`src/design/t1ra_pkg.sv`:
```
package t1ra_pkg;

   // Clock and timing
   localparam int CLK_MHZ           = 100;
   localparam int TXCLK_GAP_NS      = 5200;
   localparam int TXCLK_GAP_CYC     = TXCLK_GAP_NS * CLK_MHZ / 1000;
   localparam int BLUE_WINDOW_US    = 3000;
   localparam int BLUE_WINDOW_CYC   = BLUE_WINDOW_US * CLK_MHZ;
   localparam int LOOP_INTEG_MS     = 48;
   localparam int LINE_KBPS         = 1544;
   localparam int LOOP_INTEG_BITS   = LOOP_INTEG_MS * LINE_KBPS;

   // Alarm thresholds
   localparam int BLUE_SET_MAX_ZEROS = 5;
   localparam int BLUE_CLR_MIN_ZEROS = 6;
   localparam int YEL_CHANNELS       = 256;
   localparam int YEL_MIN_ZEROS      = 254;
   localparam int ESF_RUN            = 16;
   localparam int ESF_CLR_MAX        = 14;
   localparam logic [15:0] ESF_YEL_PATTERN = 16'h00ff;
   localparam int RED_ZEROS          = 192;
   localparam int RED_WINDOW         = 112;
   localparam int RED_MIN_ONES       = 14;
   localparam int LOOP_UP_PERIOD     = 5;
   localparam int LOOP_DN_PERIOD     = 3;

   // Register indices; byte address is four times the index
   localparam logic [7:0] STATUS_ONE_IDX       = 8'h20;
   localparam logic [7:0] RECEIVE_INFO_TWO_IDX = 8'h31;
   localparam logic [7:0] IRQ_MASK_ONE_IDX     = 8'h7f;
   localparam logic [7:0] CTRL_IDX             = 8'h40;
   localparam logic [7:0] IRQ_STATUS_IDX       = 8'h41;
   localparam logic [7:0] IRQ_CLEAR_IDX        = 8'h42;

   // Control fields
   localparam int CTRL_TXCLK_FORCE_BIT = 6;
   localparam int CTRL_YEL_FBIT_BIT    = 2;
   localparam int CTRL_ESF_BIT         = 0;
   localparam int LEVEL_LSB            = 6;
   localparam logic [7:0] CTRL_RESET   = 8'h00;
   localparam logic [7:0] MASK_RESET   = 8'h00;

   typedef struct packed {
      logic loopUpSeen;
      logic loopDownSeen;
      logic txClockLost;
      logic rxSlipFlag;
      logic rxBlueAlarm;
      logic rxYellowAlarm;
      logic rxCarrierLost;
      logic rxSyncLost;
   } t1ra_status_t;

endpackage : t1ra_pkg

```
`src/design/t1ra_alarm.sv`:
```
`timescale 1ns/1ns
module t1ra_alarm
   import t1ra_pkg::*;
#(
   parameter int BLUE_WIN_CYC = BLUE_WINDOW_CYC,
   parameter int LOOP_BITS    = LOOP_INTEG_BITS
) (
   input  wire logic        clock,
   input  wire logic        srst,
   input  wire logic        hsel,
   input  wire logic [11:0] haddr,
   input  wire logic [1:0]  htrans,
   input  wire logic        hwrite,
   input  wire logic [2:0]  hsize,
   input  wire logic [31:0] hwdata,
   input  wire logic        hready,
   output logic             hreadyout,
   output logic [31:0]      hrdata,
   output logic             hresp,
   input  wire logic        rxBitValid,
   input  wire logic        rxLinePos,
   input  wire logic        rxLineNeg,
   input  wire logic [1:0]  rxLevel,
   input  wire logic        framerInSync,
   input  wire logic        rxSlipPulse,
   input  wire logic        chanBit2Valid,
   input  wire logic        chanBit2,
   input  wire logic        fBit12Valid,
   input  wire logic        fBit12,
   input  wire logic        fdlWordValid,
   input  wire logic [15:0] fdlWord,
   input  wire logic        txClockIn,
   output logic             txClockOut,
   output logic             irqOutOne
);

   function automatic logic [11:0] regAddr(input logic [7:0] idx);
      return {2'b00, idx, 2'b00};
   endfunction : regAddr

   t1ra_status_t status_r;
   logic [7:0]   ctrl_r;
   logic [7:0]   irqMask_r;
   logic [7:0]   irqStat_r;
   logic [7:0]   prevStat_r;
   logic [1:0]   level_r;
   logic         rxOne;
   logic         rxZero;

   assign rxOne  = rxBitValid & (rxLinePos | rxLineNeg);
   assign rxZero = rxBitValid & ~(rxLinePos | rxLineNeg);

   ////////////////////////////////////////////////////////////////////////
   // Bus slave: zero wait states, always OKAY

   logic        dataPhase_r;
   logic        dataWrite_r;
   logic [11:0] dataAddr_r;
   logic        addrTaken;
   logic        wrEn;
   logic        statusRead;
   logic [7:0]  rdByte;

   assign hreadyout = 1'b1;
   assign hresp     = 1'b0;
   assign addrTaken = hsel & htrans[1] & hready;
   assign wrEn      = dataPhase_r & dataWrite_r;
   assign statusRead = addrTaken & ~hwrite
                       & (haddr == regAddr(STATUS_ONE_IDX));

   always_comb begin
      case (haddr)
         regAddr(STATUS_ONE_IDX):       rdByte = status_r;
         regAddr(RECEIVE_INFO_TWO_IDX): rdByte = {level_r, 6'h00};
         regAddr(IRQ_MASK_ONE_IDX):     rdByte = irqMask_r;
         regAddr(CTRL_IDX):             rdByte = ctrl_r;
         regAddr(IRQ_STATUS_IDX):       rdByte = irqStat_r;
         default:                       rdByte = 8'h00;
      endcase
   end

   always_ff @(posedge clock) begin
      if (srst) begin
         dataPhase_r <= 1'b0;
         dataWrite_r <= 1'b0;
         dataAddr_r  <= 12'h000;
         hrdata      <= 32'h0000_0000;
      end else begin
         dataPhase_r <= addrTaken;
         dataWrite_r <= addrTaken & hwrite;
         if (addrTaken) begin
            dataAddr_r <= haddr;
            hrdata     <= hwrite ? 32'h0000_0000 : {24'h00_0000, rdByte};
         end
      end
   end

   always_ff @(posedge clock) begin
      if (srst) begin
         ctrl_r    <= CTRL_RESET;
         irqMask_r <= MASK_RESET;
      end else if (wrEn) begin
         if (dataAddr_r == regAddr(CTRL_IDX))
            ctrl_r <= hwdata[7:0];
         if (dataAddr_r == regAddr(IRQ_MASK_ONE_IDX))
            irqMask_r <= hwdata[7:0];
      end
   end

   ////////////////////////////////////////////////////////////////////////
   // Interrupt: rising status bits latch, set wins over clear

   logic [7:0] irqClr;
   assign irqClr = (wrEn && dataAddr_r == regAddr(IRQ_CLEAR_IDX))
                   ? hwdata[7:0] : 8'h00;

   always_ff @(posedge clock) begin
      if (srst) begin
         irqStat_r  <= 8'h00;
         prevStat_r <= 8'h00;
      end else begin
         prevStat_r <= status_r;
         irqStat_r  <= (irqStat_r & ~irqClr) | (status_r & ~prevStat_r);
      end
   end

   assign irqOutOne = |(irqStat_r & irqMask_r);

   ////////////////////////////////////////////////////////////////////////
   // Loop codes, up/down integration counters tolerate bit errors

   logic [4:0]  loopHist_r;
   logic [19:0] upCnt_r;
   logic [19:0] dnCnt_r;
   logic        upMatch;
   logic        dnMatch;

   assign upMatch = (rxOne == loopHist_r[LOOP_UP_PERIOD-1])
                    && ($countones({loopHist_r[3:0], rxOne}) == 1);
   assign dnMatch = (rxOne == loopHist_r[LOOP_DN_PERIOD-1])
                    && ($countones({loopHist_r[1:0], rxOne}) == 1);

   always_ff @(posedge clock) begin
      if (srst) begin
         loopHist_r <= 5'h00;
         upCnt_r    <= 20'h0_0000;
         dnCnt_r    <= 20'h0_0000;
      end else if (rxBitValid) begin
         loopHist_r <= {loopHist_r[3:0], rxOne};
         if (upMatch && upCnt_r != 20'(LOOP_BITS))
            upCnt_r <= upCnt_r + 20'h0_0001;
         else if (!upMatch && upCnt_r != 20'h0_0000)
            upCnt_r <= upCnt_r - 20'h0_0001;
         if (dnMatch && dnCnt_r != 20'(LOOP_BITS))
            dnCnt_r <= dnCnt_r + 20'h0_0001;
         else if (!dnMatch && dnCnt_r != 20'h0_0000)
            dnCnt_r <= dnCnt_r - 20'h0_0001;
      end
   end

   always_ff @(posedge clock) begin
      if (srst) begin
         status_r.loopUpSeen   <= 1'b0;
         status_r.loopDownSeen <= 1'b0;
      end else begin
         if (upCnt_r == 20'(LOOP_BITS))
            status_r.loopUpSeen <= 1'b1;
         else if (upCnt_r == 20'h0_0000)
            status_r.loopUpSeen <= 1'b0;
         if (dnCnt_r == 20'(LOOP_BITS))
            status_r.loopDownSeen <= 1'b1;
         else if (dnCnt_r == 20'h0_0000)
            status_r.loopDownSeen <= 1'b0;
      end
   end

   ////////////////////////////////////////////////////////////////////////
   // Transmit clock watchdog, timed on the system clock

   logic       txPrev_r;
   logic [9:0] txGap_r;
   logic       txEdge;
   assign txEdge = txClockIn ^ txPrev_r;

   always_ff @(posedge clock) begin
      if (srst) begin
         txPrev_r             <= 1'b0;
         txGap_r              <= 10'h000;
         status_r.txClockLost <= 1'b0;
         txClockOut           <= 1'b0;
      end else begin
         txPrev_r <= txClockIn;
         if (txEdge) begin
            txGap_r              <= 10'h000;
            status_r.txClockLost <= 1'b0;
         end else if (txGap_r == 10'(TXCLK_GAP_CYC - 1)) begin
            status_r.txClockLost <= 1'b1;
         end else begin
            txGap_r <= txGap_r + 10'h001;
         end
         // Forced high so downstream sees a steady level, not a stuck low
         txClockOut <= txClockIn
                       | (status_r.txClockLost & ctrl_r[CTRL_TXCLK_FORCE_BIT]);
      end
   end

   ////////////////////////////////////////////////////////////////////////
   // Slip flag holds until software reads the status register

   always_ff @(posedge clock) begin
      if (srst)
         status_r.rxSlipFlag <= 1'b0;
      else if (rxSlipPulse)
         status_r.rxSlipFlag <= 1'b1;
      else if (statusRead)
         status_r.rxSlipFlag <= 1'b0;
   end

   ////////////////////////////////////////////////////////////////////////
   // Blue alarm: few zeros per window; framing zeros keep framed ones clear

   logic [18:0] blueWin_r;
   logic [2:0]  blueZeros_r;
   logic        blueEnd;
   assign blueEnd = (blueWin_r == 19'(BLUE_WIN_CYC - 1));

   always_ff @(posedge clock) begin
      if (srst) begin
         blueWin_r            <= 19'h0_0000;
         blueZeros_r          <= 3'h0;
         status_r.rxBlueAlarm <= 1'b0;
      end else begin
         blueWin_r <= blueEnd ? 19'h0_0000 : blueWin_r + 19'h0_0001;
         if (blueEnd) begin
            blueZeros_r <= 3'h0;
            if (blueZeros_r <= 3'(BLUE_SET_MAX_ZEROS))
               status_r.rxBlueAlarm <= 1'b1;
            else if (blueZeros_r >= 3'(BLUE_CLR_MIN_ZEROS))
               status_r.rxBlueAlarm <= 1'b0;
         end else if (rxZero && blueZeros_r != 3'(BLUE_CLR_MIN_ZEROS)) begin
            blueZeros_r <= blueZeros_r + 3'h1;
         end
      end
   end

   ////////////////////////////////////////////////////////////////////////
   // Yellow alarm in three framing modes

   logic       esfMode;
   logic       fbitMode;
   logic [7:0] chanCnt_r;
   logic [8:0] chanZeros_r;
   logic [8:0] zerosNow;
   logic [1:0] fbitHist_r;
   logic [4:0] esfRun_r;
   logic [3:0] esfWin_r;
   logic [4:0] esfHits_r;
   logic [4:0] hitsNow;
   logic       fdlHit;

   assign esfMode  = ctrl_r[CTRL_ESF_BIT];
   assign fbitMode = ctrl_r[CTRL_YEL_FBIT_BIT];
   assign zerosNow = chanZeros_r + {8'h00, ~chanBit2};
   assign fdlHit   = (fdlWord == ESF_YEL_PATTERN);
   assign hitsNow  = esfHits_r + {4'h0, fdlHit};

   always_ff @(posedge clock) begin
      if (srst) begin
         chanCnt_r              <= 8'h00;
         chanZeros_r            <= 9'h000;
         fbitHist_r             <= 2'h0;
         esfRun_r               <= 5'h00;
         esfWin_r               <= 4'h0;
         esfHits_r              <= 5'h00;
         status_r.rxYellowAlarm <= 1'b0;
      end else if (esfMode) begin
         if (fdlWordValid) begin
            esfRun_r  <= fdlHit ? esfRun_r + {4'h0, esfRun_r != 5'(ESF_RUN)}
                                : 5'h00;
            esfWin_r  <= esfWin_r + 4'h1;
            esfHits_r <= (esfWin_r == 4'hf) ? 5'h00 : hitsNow;
            if (fdlHit && esfRun_r == 5'(ESF_RUN - 1))
               status_r.rxYellowAlarm <= 1'b1;
            else if (esfWin_r == 4'hf && hitsNow <= 5'(ESF_CLR_MAX))
               status_r.rxYellowAlarm <= 1'b0;
         end
      end else if (fbitMode) begin
         if (fBit12Valid) begin
            fbitHist_r <= {fbitHist_r[0], fBit12};
            if (fbitHist_r[0] && fBit12)
               status_r.rxYellowAlarm <= 1'b1;
            else if (!fbitHist_r[0] && !fBit12)
               status_r.rxYellowAlarm <= 1'b0;
         end
      end else if (chanBit2Valid) begin
         chanCnt_r <= chanCnt_r + 8'h01;
         if (chanCnt_r == 8'(YEL_CHANNELS - 1)) begin
            chanZeros_r            <= 9'h000;
            status_r.rxYellowAlarm <= (zerosNow >= 9'(YEL_MIN_ZEROS));
         end else begin
            chanZeros_r <= zerosNow;
         end
      end
   end

   ////////////////////////////////////////////////////////////////////////
   // Red alarm: long zero run sets, ones density window clears

   logic [7:0] zeroRun_r;
   logic       redWin_r;
   logic [6:0] redBits_r;
   logic [3:0] redOnes_r;

   always_ff @(posedge clock) begin
      if (srst) begin
         zeroRun_r              <= 8'h00;
         redWin_r               <= 1'b0;
         redBits_r              <= 7'h00;
         redOnes_r              <= 4'h0;
         status_r.rxCarrierLost <= 1'b0;
      end else if (rxBitValid) begin
         zeroRun_r <= rxOne ? 8'h00
                    : zeroRun_r + {7'h00, zeroRun_r != 8'(RED_ZEROS)};
         if (rxZero && zeroRun_r == 8'(RED_ZEROS - 1)) begin
            status_r.rxCarrierLost <= 1'b1;
            redWin_r               <= 1'b0;
         end else if (status_r.rxCarrierLost) begin
            if (!redWin_r) begin
               // Window opens only on a one
               redWin_r  <= rxOne;
               redBits_r <= 7'h01;
               redOnes_r <= 4'h1;
            end else begin
               redBits_r <= redBits_r + 7'h01;
               redOnes_r <= redOnes_r + {3'h0, rxOne};
               if (rxOne && redOnes_r == 4'(RED_MIN_ONES - 1)) begin
                  status_r.rxCarrierLost <= 1'b0;
                  redWin_r               <= 1'b0;
               end else if (redBits_r == 7'(RED_WINDOW)) begin
                  redWin_r <= 1'b0;
               end
            end
         end
      end
   end

   ////////////////////////////////////////////////////////////////////////
   // Sync loss and receive level

   always_ff @(posedge clock) begin
      if (srst) begin
         status_r.rxSyncLost <= 1'b1;
         level_r             <= 2'h0;
      end else begin
         status_r.rxSyncLost <= ~framerInSync;
         level_r             <= rxLevel;
      end
   end
endmodule : t1ra_alarm

```
`config.mk`:
```
export PLATFORM = sky130hd
export DESIGN_NAME = t1ra_alarm
export DESIGN_NICKNAME = d
export VERILOG_FILES = /design/src/design/t1ra_pkg.sv /design/src/design/t1ra_alarm.sv
export SDC_FILE = /design/constraint.sdc
export NUM_CORES = 1
export LEC_CHECK = 0
export BUFFER_PORTS_ARGS = -buffer_cell sky130_fd_sc_hd__buf_2
export CAP_MARGIN = 15
export CORE_UTILIZATION = 56
export DETAILED_ROUTE_END_ITERATION = 7
export PLACE_DENSITY = 0.79
export SLEW_MARGIN = 5
export SYNTH_ARGS = -nofsm -noshare
export SYNTH_HDL_FRONTEND = slang
export SYNTH_SLANG_ARGS = --single-unit
```
`constraint.sdc`:
```
create_clock -name clock -period 7.3 [get_ports clock]
set_clock_uncertainty 0.15 [all_clocks]
set_input_delay 1.46 -clock clock [delete_from_list [all_inputs] [get_ports clock]]
set_output_delay 1.46 -clock clock [all_outputs]
set_load 0.02 [all_outputs]
```
**After elaboration in Yosys (flattened, before gate mapping)**

Index checks and enable logic that the tools add are counted.
W data, S select, Z words.

- Flip-flop bits (word level): 219
- Output and inout port bits: 36
- Bits of input ports: 83

- Equal/unequal tests: 32
- Mux-type cells: 40
- Add/sub/neg operators: 20
- Reduce and logical (&&, ||, !) cells: 45
- Magnitude comparators: 4
- Bitwise logic cells: 25

Operators by type and width:

| kind | number |
|---|---|
| $mux W20 | 4 |
| $eq A12 B9 Y1 const B | 6 |
| $add A20 B1 Y20 const B | 2 |
| $eq A20 B17 Y1 const B | 2 |
| $logic_not A20 Y1 | 2 |
| $ne A20 B17 Y1 const B | 2 |
| $pmux W8 S5 | 1 |
| $reduce_bool A20 Y1 | 2 |
| $sub A20 B1 Y20 const B | 2 |
| $add A32 B1 Y32 | 1 |
| $add A32 B2 Y32 | 1 |
| $eq A32 B2 Y1 const B | 1 |
| $mux W1 | 27 |
| $and A8 B8 Y8 | 3 |
| $eq A12 B8 Y1 const B | 2 |
| $mux W8 | 3 |
| $add A19 B1 Y19 const B | 1 |
| $eq A19 B19 Y1 const B | 1 |
| $eq A16 B8 Y1 const B | 1 |
| $eq A8 B8 Y1 const B | 2 |
| $not A8 Y8 | 2 |
| $logic_and A1 B1 Y1 | 14 |
| $reduce_and A2 Y1 | 7 |
| $reduce_bool A2 Y1 | 7 |
| 42 further kinds | 70 |

**Logic depth before layout (Yosys ltp)**

Gate-level depths: netlist of the first run.

- Depth after elaboration: 11
- Mapped depth: 19
- Gate-level depth less buffers: 18

**Least setup slack after synthesis of the first run**

Ideal clock, no wire load.

- Path kind: input port to flip-flop
- Start: input rxBitValid
- End: register upCnt_r[19]
- Cell stages on the path: 19
- Buffers on the path: 1
- Arrival: 6,157 ps
- Slack: 873 ps
- Cells stage by stage: buf_4 > o21ai_4 > inv_1 > ha_1 > inv_1 > fa_1 > inv_1 > ha_1 > fa_1 > nor3b_1 > o211ai_1 > ha_1 > a21o_1 > a21o_1 > a21o_1 > a21o_1 > a211oi_2 > mux2i_1 > mux2_2

- Cells in the longest elaborated chain, start to end: 10
- Elaborated cells between the ends (all ways): 13

Ends and longest elaborated chain:

| what | line | RTL |
|---|---|---|
| start: declaration | t1ra_alarm.sv:20 | `input wire logic rxBitValid,` |
| $and A1 B1 Y1 * | t1ra_alarm.sv:50 | `assign rxOne = rxBitValid & (rxLinePos \| rxLineNeg);` |
| via rxOne | t1ra_alarm.sv:47 | `logic rxOne;` |
| $add A1 B1 Y2 (implied by the code) | t1ra_alarm.sv:139 | `&& ($countones({loopHist_r[3:0], rxOne}) == 1);` |
| $add A32 B2 Y32 (implied by the code) | t1ra_alarm.sv:139 |  |
| $add A32 B1 Y32 (implied by the code) | t1ra_alarm.sv:139 |  |
| $eq A32 B2 Y1 | t1ra_alarm.sv:139 |  |
| $logic_and A1 B1 Y1 * | t1ra_alarm.sv:139 |  |
| $logic_not A1 Y1 | t1ra_alarm.sv:152 | `else if (!upMatch && upCnt_r != 20'h0_0000)` |
| $logic_and A1 B1 Y1 | t1ra_alarm.sv:152 |  |
| $reduce_bool A2 Y1 (no source line) | n/a |  |
| $reduce_and A2 Y1 (no source line) | n/a |  |
| end signal: assignment | t1ra_alarm.sv:151 | `upCnt_r <= upCnt_r + 20'h0_0001;` |
| end signal: assignment | t1ra_alarm.sv:153 | `upCnt_r <= upCnt_r - 20'h0_0001;` |
| end: declaration | t1ra_alarm.sv:133 | `logic [19:0] upCnt_r;` |

The timed path passes the listed nets; every way through them passes the cells marked *.
A chain may end at the register's enable or synchronous reset.

**Worst setup path after layout of the first run**

- Start: input rxLineNeg
- End: register upCnt_r[19]

- Cells in the longest elaborated chain, start to end: 11
- Elaborated cells between the ends (all ways): 14

Ends and longest elaborated chain:

| what | line | RTL |
|---|---|---|
| start: declaration | t1ra_alarm.sv:22 | `input wire logic rxLineNeg,` |
| $or A1 B1 Y1 * | t1ra_alarm.sv:50 |  |
| $and A1 B1 Y1 * | t1ra_alarm.sv:50 |  |
| via rxOne | t1ra_alarm.sv:47 |  |
| $add A1 B1 Y2 (implied by the code) | t1ra_alarm.sv:139 |  |
| $add A32 B2 Y32 (implied by the code) | t1ra_alarm.sv:139 |  |
| $add A32 B1 Y32 (implied by the code) | t1ra_alarm.sv:139 |  |
| $eq A32 B2 Y1 | t1ra_alarm.sv:139 |  |
| $logic_and A1 B1 Y1 * | t1ra_alarm.sv:139 |  |
| $logic_not A1 Y1 | t1ra_alarm.sv:152 |  |
| $logic_and A1 B1 Y1 | t1ra_alarm.sv:152 |  |
| $reduce_bool A2 Y1 (no source line) | n/a |  |
| $reduce_and A2 Y1 (no source line) | n/a |  |

Marks and branches as above.

==> results of run 1 <==
[registers in the layout, indices dropped and copies added, names as in the netlist, 9 cells and up]
name / flops
chanZeros_r: 9
txGap_r: 10
dnCnt_r: 20
dataAddr_r: 12
upCnt_r: 20
blueWin_r: 19
[worst reg2reg max path, stage by stage (launching register included)]
cell,delay [ns]
sky130_fd_sc_hd__dfxtp_1,0.33
sky130_fd_sc_hd__ha_1,0.29
sky130_fd_sc_hd__inv_1,0.05
sky130_fd_sc_hd__fa_1,0.47
sky130_fd_sc_hd__inv_1,0.04
sky130_fd_sc_hd__ha_1,0.18
sky130_fd_sc_hd__fa_1,0.43
sky130_fd_sc_hd__nor3b_1,0.35
sky130_fd_sc_hd__o211ai_1,0.15
sky130_fd_sc_hd__buf_4,0.25
sky130_fd_sc_hd__ha_1,0.39
sky130_fd_sc_hd__o21a_1,0.21
sky130_fd_sc_hd__o21ai_0,0.39
sky130_fd_sc_hd__o31a_1,0.27
sky130_fd_sc_hd__a21oi_1,0.10
sky130_fd_sc_hd__a211oi_2,0.21
sky130_fd_sc_hd__mux2i_1,0.22
sky130_fd_sc_hd__mux2_2,0.34
[per-layer routing]
layer	track usage [%]	routed length (um)	vias up
met5	0	0	-
met4	6.77	296	0
met3	4.30	1040	25
met2	38.1	10600	243
met1	30.4	10500	4243
li1	-	-	4594
[logic make-up (layout without fill, tap and decap cells)]
kind of cell	after synthesis	after routing	share of synthesized area (%)
other	2	26	0.0706
xor gates and xnor gates	81	81	6.74
buffers and inverters	109	140	5.07
muxes	22	22	2.10
DFF	195	195	36.7
AOI/OAI and AO/OA	301	301	18.1
and+or+nand+nor	505	505	23.3
adders and majority gates	65	65	7.99
[cells in the mapped netlist, types with 4 or more instances]
library cell               number
sky130_fd_sc_hd__xor2_1        48
sky130_fd_sc_hd__nor2b_1       15
sky130_fd_sc_hd__a31oi_1        7
sky130_fd_sc_hd__o211ai_1       7
sky130_fd_sc_hd__nor3_1        18
sky130_fd_sc_hd__a22oi_1       13
sky130_fd_sc_hd__clkbuf_1      31
sky130_fd_sc_hd__o21bai_1       6
sky130_fd_sc_hd__mux2i_1       19
sky130_fd_sc_hd__a211oi_1      12
sky130_fd_sc_hd__and2_1        11
sky130_fd_sc_hd__inv_1         38
sky130_fd_sc_hd__ha_1          60
sky130_fd_sc_hd__o21a_1         7
sky130_fd_sc_hd__nor2_1       149
sky130_fd_sc_hd__and3_1        14
sky130_fd_sc_hd__a311oi_1       4
sky130_fd_sc_hd__nand2b_1      11
sky130_fd_sc_hd__buf_2          5
sky130_fd_sc_hd__o31ai_1        8
sky130_fd_sc_hd__nand3_1       53
sky130_fd_sc_hd__or3_1         14
sky130_fd_sc_hd__o21ai_0       48
sky130_fd_sc_hd__o41ai_1        4
sky130_fd_sc_hd__nand3b_1       6
sky130_fd_sc_hd__nand4_1       33
sky130_fd_sc_hd__or4_1          6
sky130_fd_sc_hd__a221o_1        8
sky130_fd_sc_hd__a22o_1         6
sky130_fd_sc_hd__nor3b_1        6
sky130_fd_sc_hd__nor4_1        15
sky130_fd_sc_hd__fa_1           5
sky130_fd_sc_hd__a21o_1        22
sky130_fd_sc_hd__xnor2_1       32
sky130_fd_sc_hd__a21oi_1      122
sky130_fd_sc_hd__buf_4         29
sky130_fd_sc_hd__nand2_1      131
sky130_fd_sc_hd__dfxtp_1      195
[path summary, 6_finish.rpt]
check	start	endpoint	cells after the start
setup / recovery	rxLineNeg	upCnt_r[19]	20
hold / removal	hrdata[6]	hrdata[6]	2
setup reg to reg	loopHist_r[0]	upCnt_r[19]	17
hold reg to reg	hrdata[6]	hrdata[6]	2
[where the power goes]
group | internal, uW | total (uW) | switching [uW]
clock | 453 | 877 | 424
combinational | 602 | 1380 | 776
sequential | 1160 | 1250 | 93.4
[final cells by class]
cell class              count  share of cell area (%)
clock buffers              20                    3.87
clock inverters            11                   0.856
inverters                  40                    1.30
multi-input cells        1000                    54.5
flip-flops and latches    195                    33.8
well taps                 234                    2.54
repair buffers             69                    3.15
[placed cells by master, fill, tap and decap left out, types with 7 or more instances in the layout]
cell type                   count
sky130_fd_sc_hd__buf_2         63
sky130_fd_sc_hd__nor2_1       149
sky130_fd_sc_hd__a31oi_1        7
sky130_fd_sc_hd__dfxtp_1      195
sky130_fd_sc_hd__nor2b_1       15
sky130_fd_sc_hd__nor3_1        18
sky130_fd_sc_hd__o31ai_1        8
sky130_fd_sc_hd__or3_1         14
sky130_fd_sc_hd__a22oi_1       13
sky130_fd_sc_hd__xor2_1        48
sky130_fd_sc_hd__conb_1        26
sky130_fd_sc_hd__nor4_1        15
sky130_fd_sc_hd__and3_1        14
sky130_fd_sc_hd__clkbuf_16     17
sky130_fd_sc_hd__nand3_1       53
sky130_fd_sc_hd__a211oi_1      12
sky130_fd_sc_hd__xnor2_1       32
sky130_fd_sc_hd__nand4_1       33
sky130_fd_sc_hd__o211ai_1       7
sky130_fd_sc_hd__a21oi_1      122
sky130_fd_sc_hd__nand2_1      131
sky130_fd_sc_hd__nand2b_1      11
sky130_fd_sc_hd__a221o_1        8
sky130_fd_sc_hd__inv_1         38
sky130_fd_sc_hd__o21a_1         7
sky130_fd_sc_hd__a21o_1        22
sky130_fd_sc_hd__and2_1        11
sky130_fd_sc_hd__o21ai_0       48
sky130_fd_sc_hd__mux2i_1       19
sky130_fd_sc_hd__ha_1          60
[per-stage QoR]
step	instances	setup slack (ns)	total power [uW]
after floorplan	1304	0.873	2370
after global placement	1537	0.813	2580
after detailed placement	1537	0.738	2610
after CTS	1568	1.18	3500
after global routing	1569	0.884	3730
final	1569	1.10	3510
==> impl_metrics.toml, run 1 <==
[status]
outcome = "finished, final reports clean"

[job]
cap_viol_max_count = 0

[critical_path]
end_kind = "flip-flop"
cp_num_buf_inv = 5
worst-r2r-setup-slack_ns = 2.39
critical-path-top-delay-family = "adder cells"
cp_slowest_stage_delay_ns = 0.47
cell_with_the_largest_stage_delay_on_the_worst_path = "sky130_fd_sc_hd__fa_1"
cp_data_required_time_ns = 7.47
crit_fanout = 21
cp-start-kind = "input pin"
worst_ep_arrival_time_ns = 6.37
timing.setup.critical_path_class = "in -> reg"
path_cells = "buf_2 -> o21ai_4 -> inv_1 -> ha_1 -> inv_1 -> fa_1 -> inv_1 -> ha_1 -> fa_1 -> nor3b_1 -> o211ai_1 -> buf_4 -> ha_1 -> o21a_1 -> o21ai_0 -> o31a_1 -> a21oi_1 -> a211oi_2 -> mux2i_1 -> mux2_2"

[synthesis]
synth-warning-count = 0
ffs_latches_synth = 195
netlist_instances = 1280
synth_area_leader_cell = "sky130_fd_sc_hd__dfxtp_1"
syn_area_cell_um2 = 8.31
synth_top_cell_area_share_pct = 36.7
dominantRegCellSynth = "sky130_fd_sc_hd__dfxtp_1"
ys_seq_area_share_pct = 36.7
async_flop_share_pct = 0
synth-edff-count = 0
synth.lib_cells_used.distinct = 80
post_synth_instance_area_um2 = 10600
yosys-top-cells-area = "sky130_fd_sc_hd__dfxtp_1, sky130_fd_sc_hd__ha_1, sky130_fd_sc_hd__a21oi_1"

[global_routing]
overall_global_routing_usage_pct = 23.0
grt_first_pass_wirelength_mm = 37.8
grt_overflow_total = 0
antenna_found_initial = 0
via_count_of_the_first_global_routing_pass = 8298
grt_start_max_net_pins = 73

[clock_network]
clock_tree.htree_level_count = 4
clock-sinks = 195
clockBufferDepth = 2
cts_tree = "built"
root_buffer = "sky130_fd_sc_hd__clkbuf_16"
post-cts-setup-buffer-count = 0
clkTransAtPathRegs_ns = 0.07
postCtsResizedCells = 0
worst_skew_pair.late_latency_ns = 0.43
cts-buffers-inserted = 17
cts.hold.buffers_added = 0

[die]
fp.dieH_um = 140
floorplan.die.width_um = 140
num_io_pins = 119
fp-row-count = 50
initial_core_util_pct = 57.1
die-area_um2 = 19600
core_area_um2 = 18600

[timing]
timing.setup.tns_ns = 0
timing.max_slew.rel_slack_pct = 26.5
timing_worst_slew_pin_value_ns = 1.09
hold_viol_final = 0
post-route-period-util_pct = 84.9
holdWs_ns = 0.302
maximum_frequency_from_static_timing_analysis_mhz = 161
layout_min_cycle_time_ns = 6.20
grt_setup_unrepaired = "no"
finalSetupViolCount = 0
slew_violations = 0

[layout]
final.fill_count = 1589
post-route-util_pct = 61.9
finish.net_count = 1471
multiInputGateArea_um2 = 6290
antenna_cells = 0
layout-area-overhead-vs-synth_pct = 8.49
area.sequential_um2 = 3900
final_layout_size_suffix_gt1_share_pct = 9.14
final_cell_area_excluding_filler_cells_um2 = 11500

[power]
peakVddDrop_uv = 198
power_per_cell_area_nw_per_um2 = 304
leakage_component_of_the_power_uw = 0.00462

[detailed_routing]
detailedRoute.firstPassIterationCount = 7
post_detailed_route_via_to_cell_ratio = 5.80
ant_nets = 0
route.vias.total = 9105
routed_wl_mm = 22.4
dr.first_iter.drc_count = 605
routed_wire_length_per_instance_um = 14.3
drc = 0

[placement]
count_of_buffers_from_port_buffering = 64
placement.cell_area_um2 = 11000
place.gp.congestion = 0.892
dp_hpwl_mm = 15.5

[hold_path]
hold_path_class = "reg -> reg"
(Power assumes the default switching activity.)
==> run 2: changes to the inputs <==
Clock period 7.3 ns to 6.3 ns, I/O delays scaled along.
==> run 2 against run 1 <==
Net effect: sequential share of layout area decreased by 0.29 points; highest routed layer unchanged; clock power increased by 27%; final area increased by 0.87%; combinational power increased by 16%; power increased by 19%; first-iteration DRC count decreased by 13%; register-to-register slack got worse by 0.96 ns; critical path type unchanged; setup slack got worse by 0.57 ns; non-clock buffer count increased by 4; hold slack got worse by 0.00050 ns; sequential power increased by 16%; sequential cell count unchanged.
==> impl_metrics.toml, run 2 (synthesis results as in run 1) <==
[critical_path]
timing.setup.critical_path_class = "in -> reg"
worst_path_most_repeated_cell = "sky130_fd_sc_hd__a21o_1"
worst_r2r_path_depth = 17
crit_fanout = 21
worst_ep_arrival_time_ns = 5.93
worst_r2r_startpoint = "loopHist_r[0]"
cp-start-kind = "input pin"
cell_with_the_largest_stage_delay_on_the_worst_path = "sky130_fd_sc_hd__fa_1"
cp_data_required_time_ns = 6.47
path_cells = "buf_2 -> o21ai_4 -> inv_1 -> ha_1 -> inv_1 -> fa_1 -> inv_1 -> ha_1 -> fa_1 -> nor3b_1 -> o211ai_1 -> buf_12 -> ha_1 -> a21o_1 -> a21o_1 -> a21o_1 -> a21o_1 -> a211oi_2 -> mux2i_1 -> mux2_2"
cp_slowest_stage_delay_ns = 0.48
worst-r2r-setup-slack_ns = 1.43
end_kind = "flip-flop"
regToRegEndpoint = "upCnt_r[19]"

[placement]
post-place-cells = 1539
dp_hpwl_mm = 15.7
count_of_buffers_from_port_buffering = 64
placement.cell_area_um2 = 11000
place.gp.congestion = 0.898

[layout]
final.fill_count = 1596
antenna_cells = 0
final_layout_size_suffix_gt1_share_pct = 9.48
layout_commonest_cell = "sky130_fd_sc_hd__dfxtp_1"
multiInputGateArea_um2 = 6290
finish.net_count = 1475
final_cell_area_excluding_filler_cells_um2 = 11600
finalNonFillerCells = 1574
area.sequential_um2 = 3900
layout-area-overhead-vs-synth_pct = 9.43
commonest_non_fill_non_tap_cells_in_the_layout = "sky130_fd_sc_hd__dfxtp_1, sky130_fd_sc_hd__nor2_1, sky130_fd_sc_hd__nand2_1, sky130_fd_sc_hd__a21oi_1, sky130_fd_sc_hd__buf_2"
layout_top_registers = "dnCnt_r x20, upCnt_r x20, blueWin_r x19"

[job]
cap_viol_max_count = 0

[hold_path]
holdCritStartpoint = "hrdata[6]"
whs_endpoint = "hrdata[6]"
timing.hold.worst_path_depth = 2
hold_path_class = "reg -> reg"

[clock_network]
clock-sinks = 195
clock_tree.htree_level_count = 4
post-cts-setup-buffer-count = 0
clockBufferDepth = 2
cts_tree = "built"
postCtsResizedCells = 0
cts.hold.buffers_added = 0
clkTransAtPathRegs_ns = 0.07
root_buffer = "sky130_fd_sc_hd__clkbuf_16"
cts-buffers-inserted = 17
worst_skew_pair.late_latency_ns = 0.44

[timing]
hold_viol_final = 0
maximum_frequency_from_static_timing_analysis_mhz = 173
layout_min_cycle_time_ns = 5.77
post-route-period-util_pct = 91.5
timing.max_slew.rel_slack_pct = 44.2
grt_setup_unrepaired = "no"
slew_violations = 0
finalSetupViolCount = 0
timing.setup.tns_ns = 0
timing_worst_slew_pin_value_ns = 0.837

[global_routing]
grt_start_max_net_pins = 76
overall_global_routing_usage_pct = 23.5
grt_first_pass_wirelength_mm = 38.7
grt_overflow_total = 0
antenna_found_initial = 0
via_count_of_the_first_global_routing_pass = 8509

[die]
core_area_um2 = 18600
fp.dieH_um = 140
num_io_pins = 119
floorplan.die.width_um = 140
fp-row-count = 50
initial_core_util_pct = 57.1
die-area_um2 = 19600

[power]
peakVddDrop_uv = 222
power_per_cell_area_nw_per_um2 = 357
leakage_component_of_the_power_uw = 0.00467
fin_total_pwr_uw = 4160

[detailed_routing]
route.vias.total = 9122
routed_wl_mm = 22.5
ant_nets = 0
dr.first_iter.drc_count = 524
post_detailed_route_via_to_cell_ratio = 5.80
routed_wire_length_per_instance_um = 14.3
drc = 0
detailedRoute.firstPassIterationCount = 5

[status]
outcome = "finished, final reports clean"
## run 2: cell count changes in the layout (fill, tap and decap cells not counted), sizes merged
cell / change
buf: +3
bufinv: +2
clkbuf: +2
clkinv: -2
## run 2: worst max-delay path by stage
stage          slack (ns)          end  cells after the start  startpoint
5_1_grt              0.28  upCnt_r[16]                     19   rxLineNeg
3_5_place_dp         0.12  upCnt_r[19]                     20   rxLineNeg
3_3_place_gp         0.28  upCnt_r[19]                     20   rxLineNeg
2_1_floorplan        0.07  upCnt_r[19]                     19  rxBitValid
4_1_cts              0.56  upCnt_r[19]                     20   rxLineNeg
6_report             0.53  upCnt_r[19]                     20   rxLineNeg
## run 2: through the flow
stage	utilization (%)	setup WS, ns	hold slack (ns)
finish	62.5	0.533	0.301
global route	62.5	0.278	0.332
CTS	62.3	0.564	0.302
detailed placement	59.1	0.125	0.293
global placement	59.1	0.276	0.292
floorplan	-	0.0728	0.276
## run 2: layout make-up
cell class                 count  share of cell area (%)
timing repair buffer          73                    3.47
inverter                      40                    1.29
clock inverter                11                    1.25
tap                          234                    2.51
clock buffer                  21                    3.95
sequential                   195                    33.5
multi-input combinational   1000                    54.0
## run 2: power by group
part	internal, uW	switching (uW)	leakage, uW
clock	618	488	0.000291
combinational	708	893	0.00280
sequential	1340	108	0.00159
## run 2: worst max-delay path, delay by kind of cell
family          cells  cell delay (ns)
compound gates      7             1.41
fa+ha+maj           5             1.78
buf+inv             5             0.53
mux                 2             0.58
simple gates        1             0.39
## run 2: routing by layer
metal  track usage [%]  routed length (um)
met1              29.7               10500
met2              41.0               10700
met3              3.03                 908
met4              8.56                 310
met5                 0                   0
